$ cat config.mk
export PLATFORM = sky130hd
export DESIGN_NAME = fei_fault_event_irq
export DESIGN_NICKNAME = d
export VERILOG_FILES = /design/src/hdl/fei_pkg.sv /design/src/hdl/fei_evt_if.sv /design/src/hdl/fei_flag_bank.sv /design/src/hdl/fei_fault_event_irq.sv
export SDC_FILE = /design/constraint.sdc
export NUM_CORES = 1
export LEC_CHECK = 0
export BUFFER_PORTS_ARGS = -buffer_cell sky130_fd_sc_hd__clkbuf_2
export CAP_MARGIN = 20
export CORE_MARGIN = 2
export CORE_UTILIZATION = 25
export DETAILED_ROUTE_END_ITERATION = 16
export HOLD_SLACK_MARGIN = 0.15
export PLACE_DENSITY_LB_ADDON = 0.05
export SLEW_MARGIN = 20
export SYNTH_ARGS = -nofsm -noshare
export SYNTH_HDL_FRONTEND = slang
export SYNTH_SLANG_ARGS = --single-unit
$ cat constraint.sdc
create_clock -name ref_clk_in -period 5 [get_ports ref_clk_in]
set_input_delay 0.75 -clock ref_clk_in [delete_from_list [all_inputs] [get_ports ref_clk_in]]
set_output_delay 0.75 -clock ref_clk_in [all_outputs]
set_load 0.05 [all_outputs]
$ cat src/hdl/fei_pkg.sv
// Constants shared by the fault event interrupt unit
package fei_pkg;
	localparam int FEI_NUM_EVENTS = 5;
	localparam logic [7:0] FEI_ADDR_FLAGS = 8'h02;
	localparam logic [7:0] FEI_ADDR_ENABLE = 8'h03;
	localparam int FEI_BIT_LIGHT1 = 0;
	localparam int FEI_BIT_LIGHT2 = 1;
	localparam int FEI_BIT_OVERVOLT = 2;
	localparam int FEI_BIT_OVERTEMP = 3;
	localparam int FEI_BIT_SHORT = 4;
	localparam logic [4:0] FEI_FLAGS_RESET = 5'h00;
	localparam logic [4:0] FEI_ENABLE_RESET = 5'h00;
	localparam int FEI_CLK_HZ = 20000000;
	localparam int FEI_GAP_US = 50;
	localparam int FEI_GAP_CYCLES = FEI_GAP_US * (FEI_CLK_HZ / 1000000);
	localparam int FEI_GAP_W = 11;
	localparam logic [FEI_GAP_W-1:0] FEI_GAP_LAST = FEI_GAP_W'(FEI_GAP_CYCLES - 1);
	localparam logic [FEI_GAP_W-1:0] FEI_GAP_ZERO = 11'h000;
endpackage : fei_pkg

$ cat src/hdl/fei_evt_if.sv
// Carrier between the flag bank and the interrupt logic
`timescale 1ns/1ps
interface fei_evt_if;
	logic [4:0] flags;
	logic [4:0] enable;
	logic clear_hit;
	modport bank (output flags, output enable, output clear_hit);
	modport user (input flags, input enable, input clear_hit);
endinterface : fei_evt_if

$ cat src/hdl/fei_flag_bank.sv
// Sticky event flags with write-one-to-clear and the enable register
`timescale 1ns/1ps
module fei_flag_bank
	import fei_pkg::*;
(
	input wire logic ref_clk_in,
	input wire logic rstn_in,
	input wire logic [4:0] set_in,
	input wire logic wr_flags_in,
	input wire logic wr_enable_in,
	input wire logic [7:0] wdata_in,
	fei_evt_if.bank evt
);
	logic [4:0] flags;
	logic [4:0] enable;

	// Sticky flag, enable ignored
	// Each bit keeps its own flip-flop so no variable has two writing processes
	genvar gi;
	generate
		for (gi = 0; gi < FEI_NUM_EVENTS; gi++)
		begin : g_flag
			logic flag_bit;
			always_ff @(posedge ref_clk_in)
			begin
				if (!rstn_in)
					flag_bit <= FEI_FLAGS_RESET[gi];
				else if (set_in[gi])
					flag_bit <= 1'b1;
				else if (wr_flags_in && wdata_in[gi])
					flag_bit <= 1'b0;
			end
			assign flags[gi] = flag_bit;
		end
	endgenerate

	always_ff @(posedge ref_clk_in)
	begin
		if (!rstn_in)
			enable <= FEI_ENABLE_RESET;
		else if (wr_enable_in)
			enable <= wdata_in[4:0];
	end

	assign evt.flags = flags;
	assign evt.enable = enable;
	assign evt.clear_hit = wr_flags_in && ((wdata_in[4:0] & flags) != 5'h00);

	AST_CLEAR_W1C: assert property (@(posedge ref_clk_in) disable iff (!rstn_in)
		(flags[0] && !(wr_flags_in && wdata_in[0])) |=> flags[0])
		else $error("flag 0 lost without a write of one");
	AST_SET_NO_ENABLE: assert property (@(posedge ref_clk_in) disable iff (!rstn_in)
		set_in[FEI_BIT_SHORT] |=> flags[FEI_BIT_SHORT])
		else $error("short flag not set by its event");
endmodule : fei_flag_bank

$ cat src/hdl/fei_fault_event_irq.sv
// Top of the fault event interrupt unit: event capture, register port, host interrupt
`timescale 1ns/1ps
// What this block does
// - Short or overload sets bit 4
// - Overtemperature sets bit 3
// - Overvoltage sets bit 2
// - Second light comparator change sets bit 1
// - Main light comparator change sets bit 0
// - Flags clear only on write one
// - Interrupt needs matching enable bit
// - Disabled flags still set and hold
// - Light flags need enabled comparator whose output changes, either way
// - Config one: 50 us release, then reassert
// - Config zero: interrupt stays asserted, with no release, while any enabled flag is set
module fei_fault_event_irq
	import fei_pkg::*;
(
	input wire logic ref_clk_in,
	input wire logic rstn_in,
	input wire logic short_detect_in,
	input wire logic overtemp_detect_in,
	input wire logic overvolt_detect_in,
	input wire logic light1_cmp_enable_in,
	input wire logic light1_cmp_out_in,
	input wire logic light2_cmp_enable_in,
	input wire logic light2_cmp_out_in,
	input wire logic irq_pulse_cfg_in,
	input wire logic [7:0] reg_addr_in,
	input wire logic reg_wr_in,
	input wire logic reg_rd_in,
	input wire logic [7:0] reg_wdata_in,
	output logic [7:0] reg_rdata_out,
	output logic host_irq_n_out
);
	fei_evt_if evt ();
	logic light1_prev;
	logic light2_prev;
	logic [4:0] set_vec;
	logic wr_flags;
	logic wr_enable;
	logic pending;
	logic [FEI_GAP_W-1:0] gap_cnt;
	logic gap_active;

	// ****************************************
	// Event capture
	// ****************************************
	// History follows the pin every cycle, also in reset, so neither reset release
	// nor enabling a comparator that already sits high is taken as a change
	always_ff @(posedge ref_clk_in)
	begin
		light1_prev <= light1_cmp_out_in;
		light2_prev <= light2_cmp_out_in;
	end

	always_comb
	begin
		set_vec = 5'h00;
		set_vec[FEI_BIT_SHORT] = short_detect_in;
		set_vec[FEI_BIT_OVERTEMP] = overtemp_detect_in;
		set_vec[FEI_BIT_OVERVOLT] = overvolt_detect_in;
		set_vec[FEI_BIT_LIGHT2] = light2_cmp_enable_in && (light2_cmp_out_in != light2_prev);
		set_vec[FEI_BIT_LIGHT1] = light1_cmp_enable_in && (light1_cmp_out_in != light1_prev);
	end

	// ****************************************
	// Register port
	// ****************************************
	assign wr_flags = reg_wr_in && (reg_addr_in == FEI_ADDR_FLAGS);
	assign wr_enable = reg_wr_in && (reg_addr_in == FEI_ADDR_ENABLE);

	fei_flag_bank u_bank (
		.ref_clk_in(ref_clk_in),
		.rstn_in(rstn_in),
		.set_in(set_vec),
		.wr_flags_in(wr_flags),
		.wr_enable_in(wr_enable),
		.wdata_in(reg_wdata_in),
		.evt(evt.bank)
	);

	// Reads have no side effect; reserved bits and unmapped offsets read zero
	always_ff @(posedge ref_clk_in)
	begin
		if (!rstn_in)
			reg_rdata_out <= 8'h00;
		else if (reg_rd_in)
		begin
			case (reg_addr_in)
				FEI_ADDR_FLAGS: reg_rdata_out <= {3'h0, evt.flags};
				FEI_ADDR_ENABLE: reg_rdata_out <= {3'h0, evt.enable};
				default: reg_rdata_out <= 8'h00;
			endcase
		end
	end

	// ****************************************
	// Host interrupt
	// ****************************************
	// Masked pending events
	assign pending = (evt.flags & evt.enable) != 5'h00;

	always_ff @(posedge ref_clk_in)
	begin
		if (!rstn_in)
			gap_cnt <= FEI_GAP_ZERO;
		else if (irq_pulse_cfg_in && evt.clear_hit && !host_irq_n_out)
			gap_cnt <= FEI_GAP_LAST;
		else if (gap_cnt != FEI_GAP_ZERO)
			gap_cnt <= gap_cnt - FEI_GAP_W'(1);
	end
	assign gap_active = (gap_cnt != FEI_GAP_ZERO);

	// Line follows pending unless in gap
	// The gap is started from the clear write itself, so it costs exactly 1000 cycles high
	always_ff @(posedge ref_clk_in)
	begin
		if (!rstn_in)
			host_irq_n_out <= 1'b1;
		else if (irq_pulse_cfg_in && evt.clear_hit && !host_irq_n_out)
			host_irq_n_out <= 1'b1;
		else
			host_irq_n_out <= !(pending && !gap_active);
	end

	// ****************************************
	// Checks
	// ****************************************
	// Line tracks masked flags
	AST_IRQ_TRACKS: assert property (@(posedge ref_clk_in) disable iff (!rstn_in)
		(!irq_pulse_cfg_in && !evt.clear_hit && !gap_active)
			|=> (host_irq_n_out == !$past(pending)))
		else $error("interrupt line does not follow masked flags");
	AST_MASKED: assert property (@(posedge ref_clk_in) disable iff (!rstn_in)
		(evt.enable == 5'h00) |=> host_irq_n_out)
		else $error("interrupt raised with all enables clear");
	AST_GAP_HIGH: assert property (@(posedge ref_clk_in) disable iff (!rstn_in)
		(irq_pulse_cfg_in && evt.clear_hit && !host_irq_n_out) |=> host_irq_n_out [*8])
		else $error("interrupt not released after clear");
	AST_GAP_LEN: assert property (@(posedge ref_clk_in) disable iff (!rstn_in)
		(irq_pulse_cfg_in && evt.clear_hit && !host_irq_n_out) |=> (gap_cnt == FEI_GAP_LAST))
		else $error("gap counter not loaded with the gap length");
	AST_NO_BREAK: assert property (@(posedge ref_clk_in) disable iff (!rstn_in)
		(!irq_pulse_cfg_in && evt.clear_hit && !gap_active
			&& ((evt.flags & ~reg_wdata_in[4:0] & evt.enable) != 5'h00))
			|=> !host_irq_n_out)
		else $error("interrupt broke while events pending");
	AST_LIGHT1: assert property (@(posedge ref_clk_in) disable iff (!rstn_in)
		(light1_cmp_enable_in && $changed(light1_cmp_out_in) && $past(light1_cmp_enable_in))
			|=> evt.flags[FEI_BIT_LIGHT1])
		else $error("main comparator change not flagged");
	AST_LIGHT2: assert property (@(posedge ref_clk_in) disable iff (!rstn_in)
		(light2_cmp_enable_in && $changed(light2_cmp_out_in) && $past(light2_cmp_enable_in))
			|=> evt.flags[FEI_BIT_LIGHT2])
		else $error("second comparator change not flagged");
	AST_CMP_GATED: assert property (@(posedge ref_clk_in) disable iff (!rstn_in)
		(!light1_cmp_enable_in && !evt.flags[FEI_BIT_LIGHT1]) |=> !evt.flags[FEI_BIT_LIGHT1])
		else $error("disabled comparator set its flag");
	AST_OVERTEMP: assert property (@(posedge ref_clk_in) disable iff (!rstn_in)
		overtemp_detect_in |=> evt.flags[FEI_BIT_OVERTEMP])
		else $error("overtemperature not flagged");
	AST_OVERVOLT: assert property (@(posedge ref_clk_in) disable iff (!rstn_in)
		overvolt_detect_in |=> evt.flags[FEI_BIT_OVERVOLT])
		else $error("overvoltage not flagged");
	AST_SHORT: assert property (@(posedge ref_clk_in) disable iff (!rstn_in)
		short_detect_in |=> evt.flags[FEI_BIT_SHORT])
		else $error("short not flagged");
endmodule : fei_fault_event_irq

Yosys cells after proc, flatten, opt, wreduce, memory -nomap -nowiden
Cells that the tools add are included.
{"block": "op_classes", "mul": 0, "add_sub_neg": 1, "n_eq_ne": 4, "shifts": 0, "n_reduce_logical": 26, "n_div": 0, "bitwise": 3, "n_mux": 13, "order_cmp": 0}
{"operator": "two-way mux 10 bit", "n": 2}
{"operator": "== test 8 x 2 -> 1 bit, second input constant", "n": 2}
{"operator": "logical AND 1 bit", "n": 13}
{"operator": "nonzero test 2 bit", "n": 6}
{"operator": "nonzero test 11 bit", "n": 1}
{"operator": "subtractor 11 x 1 -> 11 bit, second input constant", "n": 1}
{"operator": "AND 5 bit", "n": 2}
{"operator": "two-way mux 1 bit", "n": 10}
{"operator": "one-hot mux 5 bit (2 select lines)", "n": 1}
{"operator": "nonzero test 5 bit", "n": 2}
{"operator": "zero test 1 bit", "n": 3}
{"operator": "!= test 1 bit", "n": 2}
{"operator": "OR reduction 2 bit", "n": 1}
{"operator": "NOT 1 bit", "n": 1}
{"block": "word_totals", "wordCells": 59, "rom_bits": 0, "latch_bits": 0, "regBits": 32, "out_inout_bits": 9, "inputBits": 28, "ram_bits": 0, "mem_count": 0}

Depth between registers and ports, before layout
Gate-level depths: netlist of run 1.
{"block": "depth", "depth_word": 6, "depth_mapped": 6, "ltp_nobuf": 6}

Cells and area by module
Synthesis of run 1 repeated with hierarchy kept, for this count alone.
{"block": "hier_totals", "hier_cells": 148, "area_unflattened_um2": 1426.4}
{"mod": "fei_fault_event_irq", "cells_each": 108, "instances": 1, "area_per_inst_um2": 994.7, "seq_area_each_um2": 380.4}
{"mod": "fei_flag_bank", "cells_each": 40, "instances": 1, "area_per_inst_um2": 431.7, "seq_area_each_um2": 200.2}

Worst setup path after synthesis of run 1
No wires, ideal clock.
{"block": "synth_path", "path_type": "input-to-reg", "start": "input reg_addr_in[0]", "end": "register gap_cnt[10]", "stages": 5, "setup_ps": 116, "path_buffers": 2, "required_time_ps": 4884, "t_arrival_ps": 1836, "path_slack_ps": 3049, "cell_sequence": "buf_2 or3b_1 a211o_1 buf_2 and3_1"}
{"block": "synth_between", "elab_chain_cells": 6}
{"item": "from (decl)", "line_no": "fei_fault_event_irq.sv:28", "rtl": "input wire logic [7:0] reg_addr_in,"}
{"item": "== test 8 x 2 -> 1 bit", "line_no": "fei_fault_event_irq.sv:69", "rtl": "assign wr_flags = reg_wr_in && (reg_addr_in == FEI_ADDR_FLAGS);"}
{"item": "logical AND 1 bit", "line_no": "fei_fault_event_irq.sv:69"}
{"item": "logical AND 1 bit", "line_no": "fei_flag_bank.sv:47", "rtl": "assign evt.clear_hit = wr_flags_in && ((wdata_in[4:0] & flags) != 5'h00);"}
{"item": "logical AND 1 bit (2 in series)", "line_no": "fei_fault_event_irq.sv:107", "rtl": "else if (irq_pulse_cfg_in && evt.clear_hit && !host_irq_n_out)"}
{"item": "OR reduction 2 bit (no source line)"}
{"item": "to (signal assigned)", "line_no": "fei_fault_event_irq.sv:110", "rtl": "gap_cnt <= gap_cnt - FEI_GAP_W'(1);"}
{"item": "to (decl)", "line_no": "fei_fault_event_irq.sv:42", "rtl": "logic [FEI_GAP_W-1:0] gap_cnt;"}
Every way passes these cells.
A chain may end at the register's enable or synchronous reset.

Worst setup path in the final report of run 1
{"block": "layout_path", "start": "register gap_cnt[0]", "end": "register gap_cnt[1]"}
{"block": "layout_between", "elab_chain_cells": 3, "word_cells_on_any_way": 5, "cone_classes": "1 x add/sub; 2 x mux; 2 x reduce/logical"}
{"item": "subtractor 11 x 1 -> 11 bit", "line_no": "fei_fault_event_irq.sv:110"}
{"item": "two-way mux 10 bit", "line_no": "fei_fault_event_irq.sv:109", "rtl": "else if (gap_cnt != FEI_GAP_ZERO)"}
{"item": "two-way mux 10 bit", "line_no": "fei_fault_event_irq.sv:107"}
Parallel ways exist; a longest one is shown, timed or not. The select of a mux whose other input is x is not followed.

==> results of run 1 <==
## worst max-delay path: cells and delay by family (launching register included)
family,cells,cell delay (ns)
adder cells (fa/ha/maj),1,0.25
AO/OA/AOI/OAI,1,0.12
AND/OR/NAND/NOR,2,0.68
flip-flops,1,0.34
multiplexers,1,0.33
buffers and inverters,1,0.09
## area by class of cell
type                    instances  area (um2)
repair buffers                 30         150
clock inverters                 1        5.00
clock buffers                   7        96.3
inverters                       8        30.0
well taps                      72        90.1
fillers                       601        3760
flip-flops and latches         29         581
multi-input cells             107         757
## layout by cell type (no fill, tap or decap), drive strengths merged
master and count:
nor3 2, a21o 2, and4 1, nor3b 1, mux2 3, a311oi 2, dfxtp 29, nor2 15
xor2 4, a31o 1, clkinv 1, a21oi 13, mux2i 11, or3 1, inv 8, a2bb2oi 5
and3 2, nor4bb 1, nand2 6, nand3 5, a211o 1, nor4b 1, a31oi 7, ha 2
nand4 3, or3b 1, nor4 4, xnor2 1, a22oi 2, a222oi 2, nand3b 1, o21ai 4
clkbuf 37, conb 3
## worst max path at each step
stage                              start          end  slack, ns  cells after the start
after floorplan           reg_addr_in[0]  gap_cnt[10]       3.05                      5
after global placement    reg_addr_in[5]   gap_cnt[3]       2.82                      5
after detailed placement  reg_addr_in[5]   gap_cnt[3]       2.82                      5
after CTS                 reg_addr_in[5]   gap_cnt[3]       3.12                      5
after global routing          gap_cnt[1]   gap_cnt[1]       2.97                      6
final                         gap_cnt[0]   gap_cnt[1]       3.13                      6
## through the flow
stage | setup WS, ns | instance area [um2] | hold slack (ns) | utilization (%)
finish | 3.13 | 1710 | 0.489 | 31.2
global route | 2.97 | 1710 | 0.538 | 31.2
CTS | 3.12 | 1710 | 0.499 | 31.2
detailed placement | 2.82 | 1610 | 0.482 | 29.4
global placement | 2.82 | 1610 | 0.470 | 29.4
floorplan | 3.05 | 1410 | 0.485 | -
## sequential cells by signal, indices dropped and copies added, names as in the netlist
name	count
reg_rdata_out	5
host_irq_n_out	1
light1_prev	1
u_bank.g_flag.flag_bit	5
u_bank.evt.enable	5
gap_cnt	11
light2_prev	1
## report_power, final
group          internal (mW)  switching, mW
sequential             0.267         0.0420
combinational          0.147          0.152
clock                  0.124         0.0911
## layer usage
metal	up-vias	global-route usage, %	wire (um)
li1	613	-	-
met1	582	15.9	1680
met2	34	19.2	1560
met3	2	4.32	188
met4	0	3.62	19
met5	-	0	0
## kinds of logic after synthesis
kind of cell,after synthesis,share of synthesized area (%)
compound gates,39,18.9
flops,29,41.5
simple gates,44,19.2
fa+ha+maj,2,1.79
xor+xnor,5,3.13
mux,14,10.3
other cells,1,0.268
buf+inv,15,5.00
==> qor.yml, run 1 <==
status: "complete, no violations"
rows: 27
vias: 1231
hold_path.startpoint: "reg_rdata_out[2]"
netlist_instances: 149
post_cts_buffers: 0
drv_cap: 0
worst-r2r-setup-slack_ns: 3.13
place_hpwl_um: 2560
synth_area_leaders: "dfxtp_1 41%, mux2i_1 7.9%, a21oi_1 4.3%"
p_leak_nw: 0.748
synth.avg_cell_area_um2: 9.40
hold-path-cell-count: 2
arrival_ns: 2.08
synth_flop_cell: "dfxtp_1"
cp_slowest_cell: "nor4b_2"
setup_viol: 0
report.final.slew_viol_count: 0
dr.pass1.iters: 4
yosysUniqueCellTypes: 38
worstSetupPathType: "register to register"
dp_cells: 246
core_mm2: 0.00547
cts_sinks: 29
synth-seq-cells: 29
hold_violations: 0
initial_core_util_pct: 25.6
portBuffers: 30
grt_pass1_vias: 1189
n_antenna_cell: 0
cts_tree: "yes"
htreeDepth: 2
vdd_drop_max_mv: 0.129
maxSlewHeadroom_pct: 55.2
cts-root-buf: "clkbuf_8"
r2r-end: "gap_cnt[1]"
io_pins: 37
power_mw: 0.823
yosys_warnings: 0
clock.fmax_mhz: 534
endpoint_kind: "register"
wirelength_um: 3450
grt_pass1_wl_um: 5850
path_clk_slew_ns: 0.06
regToRegStartpoint: "gap_cnt[0]"
rsz0062_at_grt: "false"
numCtsBuffers: 5
clock_latency_ns: 0.28
cts.path.max_buffers: 2
synthArstFlopShare_pct: 0
die_w_um: 78.8
worst_pin_slew_ns: 0.672
synth.most_common_cell: "dfxtp_1"
p_per_area_mw_per_mm2: 482
timing.final.crit_share_pct: 37.5
ys_seq_area_share_pct: 41.5
syn2layout_area_growth_pct: 22.1
hold_buffers: 0
ant_nets: 0
viasPerCell: 4.85
antenna_found_initial: 0
cts_resized: 0
hp-class: "register to register"
synthTopCellsByCount: "29 x dfxtp_1, 15 x nor2_1, 12 x a21oi_1"
gr-total-overflow: 0
wl_per_cell_um: 13.6
period_needed_ns: 1.87
tns_ns: 0
grt_use_total_pct: 12.3
place.gp.congestion: 0.776
critPathRequiredTime_ns: 5.21
drt-initial-drc-count: 82
grt_start_max_net_pins: 21
netlist_area_mm2: 0.00140
path_cells: "inv_1 -> ha_1 -> nor4b_2 -> nand3_2 -> mux2_2 -> a21oi_2"
synth_enable_flop_cells: 0
yosysTopAreaCell: "dfxtp_1"
netlist.area_leader.share_pct: 41.5
crit_fanout: 5
die_area_mm2: 0.00621
critical-path-max-stage-delay_ns: 0.48
rr_worst_depth: 6
worst_clock_skew_ns: 0.00454
hold_path_end: "reg_rdata_out[2]"
nNetsFinal: 211
layoutNonFillerInstCount: 254
die_h_um: 78.8
worst_setup_path_start_kind: "register"
final_layout_size_suffix_gt1_share_pct: 26.9
route.detailed.drc: 0
No activity file was read; power rests on OpenSTA's default activity.
==> run 2: changes to the inputs <==
==> constraint.sdc (replaced) <==
create_clock -name ref_clk_in -period 1.76 [get_ports ref_clk_in]
set_input_delay 0.264 -clock ref_clk_in [delete_from_list [all_inputs] [get_ports ref_clk_in]]
set_output_delay 0.264 -clock ref_clk_in [all_outputs]
set_load 0.05 [all_outputs]
==> run 2 against run 1 <==
Design area up 4.5%. Fmax is 16% higher. Via count up 4.2%. Register-to-register slack lost 3.0 ns. Core utilization grew 1.4 points. Clock power increased by 150%. Global-route usage decreased by 0.078 points. Hold slack got worse by 0.27 ns. Sequential power increased to 2.8 times the previous value. Routed wire length is 1.4% higher. First-iteration DRC count down 38%. Largest cell class unchanged. Largest power group is now combinational logic.
==> qor.yml, run 2 (synthesized netlist as in run 1, its figures left out) <==
die_w_um: 78.8
drt-initial-drc-count: 51
p_per_area_mw_per_mm2: 1330
grt_pass1_vias: 1215
antenna_found_initial: 0
numCtsBuffers: 5
place.gp.congestion: 0.802
endpoint_kind: "register"
status: "complete, no violations"
layout_commonest_cell: "clkbuf_2"
nNetsFinal: 222
n_antenna_cell: 0
hold_slack_ns: 0.217
fill_cells: 603
maxSlewHeadroom_pct: 65.9
critPathRequiredTime_ns: 1.98
seq_area_um2: 581
htreeDepth: 2
gr-total-overflow: 0
timing.final.crit_share_pct: 91.4
grt_use_total_pct: 12.2
utilization_pct: 32.6
rows: 27
cts-root-buf: "clkbuf_8"
worst_setup_path_start_kind: "register"
hp-class: "primary input to register"
p_leak_nw: 0.797
wirelength_um: 3500
post_cts_buffers: 0
regMostFlops: "gap_cnt"
core_mm2: 0.00547
wl_met3_um: 226
worst_pin_slew_ns: 0.512
worstSetupPathType: "register to register"
io_pins: 37
mostFrequentLayoutCells: "30 x clkbuf_2, 29 x dfxtp_1, 15 x nor2_1, 12 x a21oi_1, 11 x mux2i_1"
worst_slack_ns: 0.151
viasPerCell: 4.84
period_needed_ns: 1.61
clock_latency_ns: 0.28
rr_worst_depth: 3
final_layout_size_suffix_gt1_share_pct: 29.5
dr.pass1.iters: 4
crit_fanout: 12
portBuffers: 30
initial_core_util_pct: 25.6
routed-wl-met2_um: 1600
wl_per_cell_um: 13.2
die_area_mm2: 0.00621
cts_sinks: 29
setup_viol: 0
vdd_drop_max_mv: 0.355
detail_route.wirelength.met1_um: 1610
tns_ns: 0
clock.fmax_mhz: 622
syn2layout_area_growth_pct: 27.6
regToRegStartpoint: "u_bank.g_flag[1].flag_bit"
cts.path.max_buffers: 2
grt_start_max_net_pins: 13
die_h_um: 78.8
pre_cts_slack_ns: 0.123
cts_tree: "yes"
rsz0062_at_grt: "false"
grt_pass1_wl_um: 5800
route.detailed.drc: 0
worst_clock_skew_ns: 0.00270
vias: 1283
multiInputGateArea_um2: 766
hold_violations: 0
highest_layer: "met4"
path_clk_slew_ns: 0.07
place_hpwl_um: 2700
worst-r2r-setup-slack_ns: 0.15
largest_register_ffs: 11
arrival_ns: 1.83
endpoint: "gap_cnt[3]"
report.final.slew_viol_count: 0
drv_cap: 0
ant_nets: 0
r2r-end: "gap_cnt[3]"
startpoint: "u_bank.g_flag[1].flag_bit"
-- run 2: cell count changes in the layout (fill, tap and decap cells not counted) --
cell | before | now
buf_4 | 0 | 9
clkbuf_1 | 0 | 1
clkbuf_8 | 7 | 5
clkinv_2 | 1 | 2
dlygate4sd3_1 | 0 | 2
nor4b_2 | 1 | 0
nor4b_4 | 0 | 1
-- run 2: worst max-delay path, stage by stage (launching register included) --
cell and delay, ns:
dfxtp_1 0.34, a222oi_1 0.51, a211o_1 0.46, and4_1 0.24
-- run 2: layout make-up --
cell class	instances	area share (%)
Inverter	8	1.68
Multi-Input combinational cell	107	42.9
Clock inverter	2	0.560
Tap cell	72	5.04
Timing Repair Buffer	41	13.3
Sequential cell	29	32.5
Clock buffer	6	4.06
-- run 2: per-stage QoR --
step	power, mW	cell area [um2]	instances
CTS	2.39	1780	265
finish	2.38	1790	265
floorplan	1.56	1410	151
detailed placement	1.84	1680	255
global placement	1.82	1680	255
global route	2.57	1790	265
-- run 2: what timing repair did --
| item | in CTS | in global routing |
|---|---|---|
| gates resized for setup | 0 | 1 |
| hold endpoints to repair | 2 | 0 |
| setup endpoints to repair | 0 | 2 |
| hold buffers | 2 | 0 |
-- run 2: worst min path at each step --
stage	from	end	slack (ns)	cells after the start
3_3_place_gp	light2_cmp_out_in	light2_prev	0.39	1
3_5_place_dp	light2_cmp_out_in	light2_prev	0.40	1
4_1_cts	reg_wdata_in[1]	u_bank.g_flag[1].flag_bit	0.21	2
2_1_floorplan	light1_cmp_out_in	light1_prev	0.29	0
6_report	overvolt_detect_in	u_bank.g_flag[2].flag_bit	0.22	3
5_1_grt	reg_wdata_in[1]	u_bank.g_flag[1].flag_bit	0.21	2
-- run 2: power breakdown --
group          internal [mW]  total (mW)  switching [mW]
combinational          0.513       0.974           0.461
clock                  0.274       0.533           0.260
sequential             0.757       0.877           0.120
-- run 2: layer usage --
metal | vias up | global-route usage [%]
met4 | 0 | 5.34
li1 | 631 | -
met5 | - | 0
met2 | 36 | 18.7
met3 | 7 | 4.55
met1 | 609 | 15.3
==> run 3: changes to the inputs <==
--- a/config.mk
+++ b/config.mk
@@ -7,7 +7,7 @@
 export LEC_CHECK = 0
 export BUFFER_PORTS_ARGS = -buffer_cell sky130_fd_sc_hd__clkbuf_2
 export CAP_MARGIN = 20
-export CORE_MARGIN = 2
+export CORE_MARGIN = 3
 export CORE_UTILIZATION = 25
 export DETAILED_ROUTE_END_ITERATION = 16
 export HOLD_SLACK_MARGIN = 0.15
==> run 3 against run 2 <==
Global-route usage shrank 0.43 points. Fmax is essentially flat. Total power grew 1.7%. Clock-buffer cell count grew 1. Cell count shrank 0.75%. Non-clock buffer count is the same. Hold slack gained 0.0013 ns. Sequential power shrank 0.6%. Setup slack gained 0.00093 ns. Critical path type unchanged. Largest power group unchanged.
==> qor.yml, run 3 (synthesized netlist as in run 1, its figures left out) <==
clock_latency_ns: 0.28
worst_clock_skew_ns: 0.00819
numCtsBuffers: 5
rr_worst_depth: 4
stdcell_area_mm2: 0.00179
layout_commonest_cell: "clkbuf_2"
timing.final.crit_share_pct: 91.4
viasPerCell: 4.86
drt-initial-drc-count: 71
layoutNonFillerInstCount: 263
setup_viol: 0
post_dp_cell_area_mm2: 0.00167
htreeDepth: 2
endpoint_kind: "register"
die_w_um: 80.8
crit_fanout: 7
tns_ns: 0
hold_violations: 0
worstSetupPathType: "register to register"
path_cells: "nor4_4 -> nand3b_1 -> or3_1 -> a31oi_1"
status: "complete, no violations"
pre_cts_slack_ns: 0.129
crit_family: "simple AND/OR/NAND/NOR gates"
worst_setup_path_start_kind: "register"
hp-class: "primary input to register"
wirelength_um: 3530
cp_slowest_cell: "nor4_4"
io_pins: 37
utilization_pct: 34.0
p_per_area_mw_per_mm2: 1350
rows: 26
dp_cells: 253
n_antenna_cell: 0
portBuffers: 30
syn2layout_area_growth_pct: 28.2
clock.fmax_mhz: 622
nNetsFinal: 222
regMostFlops: "gap_cnt"
worst_slack_ns: 0.152
gr-total-overflow: 0
die_h_um: 80.8
report.final.slew_viol_count: 0
final_layout_size_suffix_gt1_share_pct: 30.1
cts-root-buf: "clkbuf_8"
wl_per_cell_um: 13.4
antenna_found_initial: 0
vdd_drop_max_mv: 0.400
grt_pass1_vias: 1225
hold-path-cell-count: 2
route.detailed.drc: 0
dr.pass1.iters: 4
grt_use_total_pct: 11.8
die_area_mm2: 0.00653
rsz0062_at_grt: "false"
vias: 1277
maxSlewHeadroom_pct: 66.8
cts_tree: "yes"
ant_nets: 0
mostFrequentLayoutCells: "30 x clkbuf_2, 29 x dfxtp_1, 15 x nor2_1, 12 x a21oi_1, 11 x mux2i_1"
p_leak_nw: 0.800
post_cts_buffers: 0
path_clk_slew_ns: 0.07
arrival_ns: 1.80
crit_cells: 4
period_needed_ns: 1.61
critPathRequiredTime_ns: 1.96
grt_start_max_net_pins: 16
core_mm2: 0.00527
place.gp.congestion: 0.767
cts_sinks: 29
cts.path.max_buffers: 2
place_hpwl_um: 2720
grt_pass1_wl_um: 5920
largest_register_ffs: 11
critical-path-max-stage-delay_ns: 0.48
drv_cap: 0
critPathBufInv: 0
initial_core_util_pct: 26.6
worst_pin_slew_ns: 0.493
==> run 3: cell count changes in the layout (fill, tap and decap cells not counted) <==
cell,delta
clkbuf_1,-1
clkinv_2,-1
nor4b_2,+1
nor4b_4,-1
clkbuf_8,+2
==> run 3: layout make-up <==
cell class	instances	area (um2)
Fill cell	587	3480
Multi-Input combinational cell	107	757
Sequential cell	29	581
Timing Repair Buffer	41	238
Clock buffer	7	96.3
Tap cell	70	87.6
Inverter	8	30.0
Clock inverter	1	5.00
==> run 3: worst reg2reg max path, cell delays in order (launching register included) <==
cell and delay (ns):
dfxtp_1 0.35, nor4_4 0.48, nand3b_1 0.18, or3_1 0.34, a31oi_1 0.17
==> run 3: final timing paths <==
kind,slack (ns),to,start
worst max-delay path,0.15,gap_cnt[8],gap_cnt[5]
worst max register to register,0.15,gap_cnt[8],gap_cnt[5]
worst min register to register,0.49,reg_rdata_out[2],reg_rdata_out[2]
worst min-delay path,0.22,u_bank.g_flag[4].flag_bit,reg_wdata_in[4]
==> run 3: what timing repair did <==
item,in CTS,in global routing
gates resized for setup,0,0
hold buffers,2,0
setup endpoints to repair,0,1
endpoints found under the hold margin,2,0
==> run 3: metrics by stage <==
stage          hold slack (ns)  power, mW
3_3_place_gp             0.393       1.82
3_5_place_dp             0.396       1.83
5_1_grt                  0.224       2.60
4_1_cts                  0.210       2.45
6_report                 0.218       2.42
2_1_floorplan            0.292       1.56
==> run 3: where the power goes <==
group / internal [mW] / switching, mW / leakage, nW / total [mW]
clock network: 0.353 / 0.252 / 0.0542 / 0.605
registers: 0.757 / 0.115 / 0.238 / 0.872
logic: 0.492 / 0.454 / 0.508 / 0.947
total: 1.60 / 0.822 / 0.800 / 2.42
==> run 3: routing by layer <==
layer / up-vias / wire [um] / track usage, %
met5: - / 0 / 0
met4: 0 / 43 / 4.56
met3: 4 / 239 / 2.77
met2: 42 / 1470 / 17.7
met1: 598 / 1770 / 16.2
li1: 633 / - / -
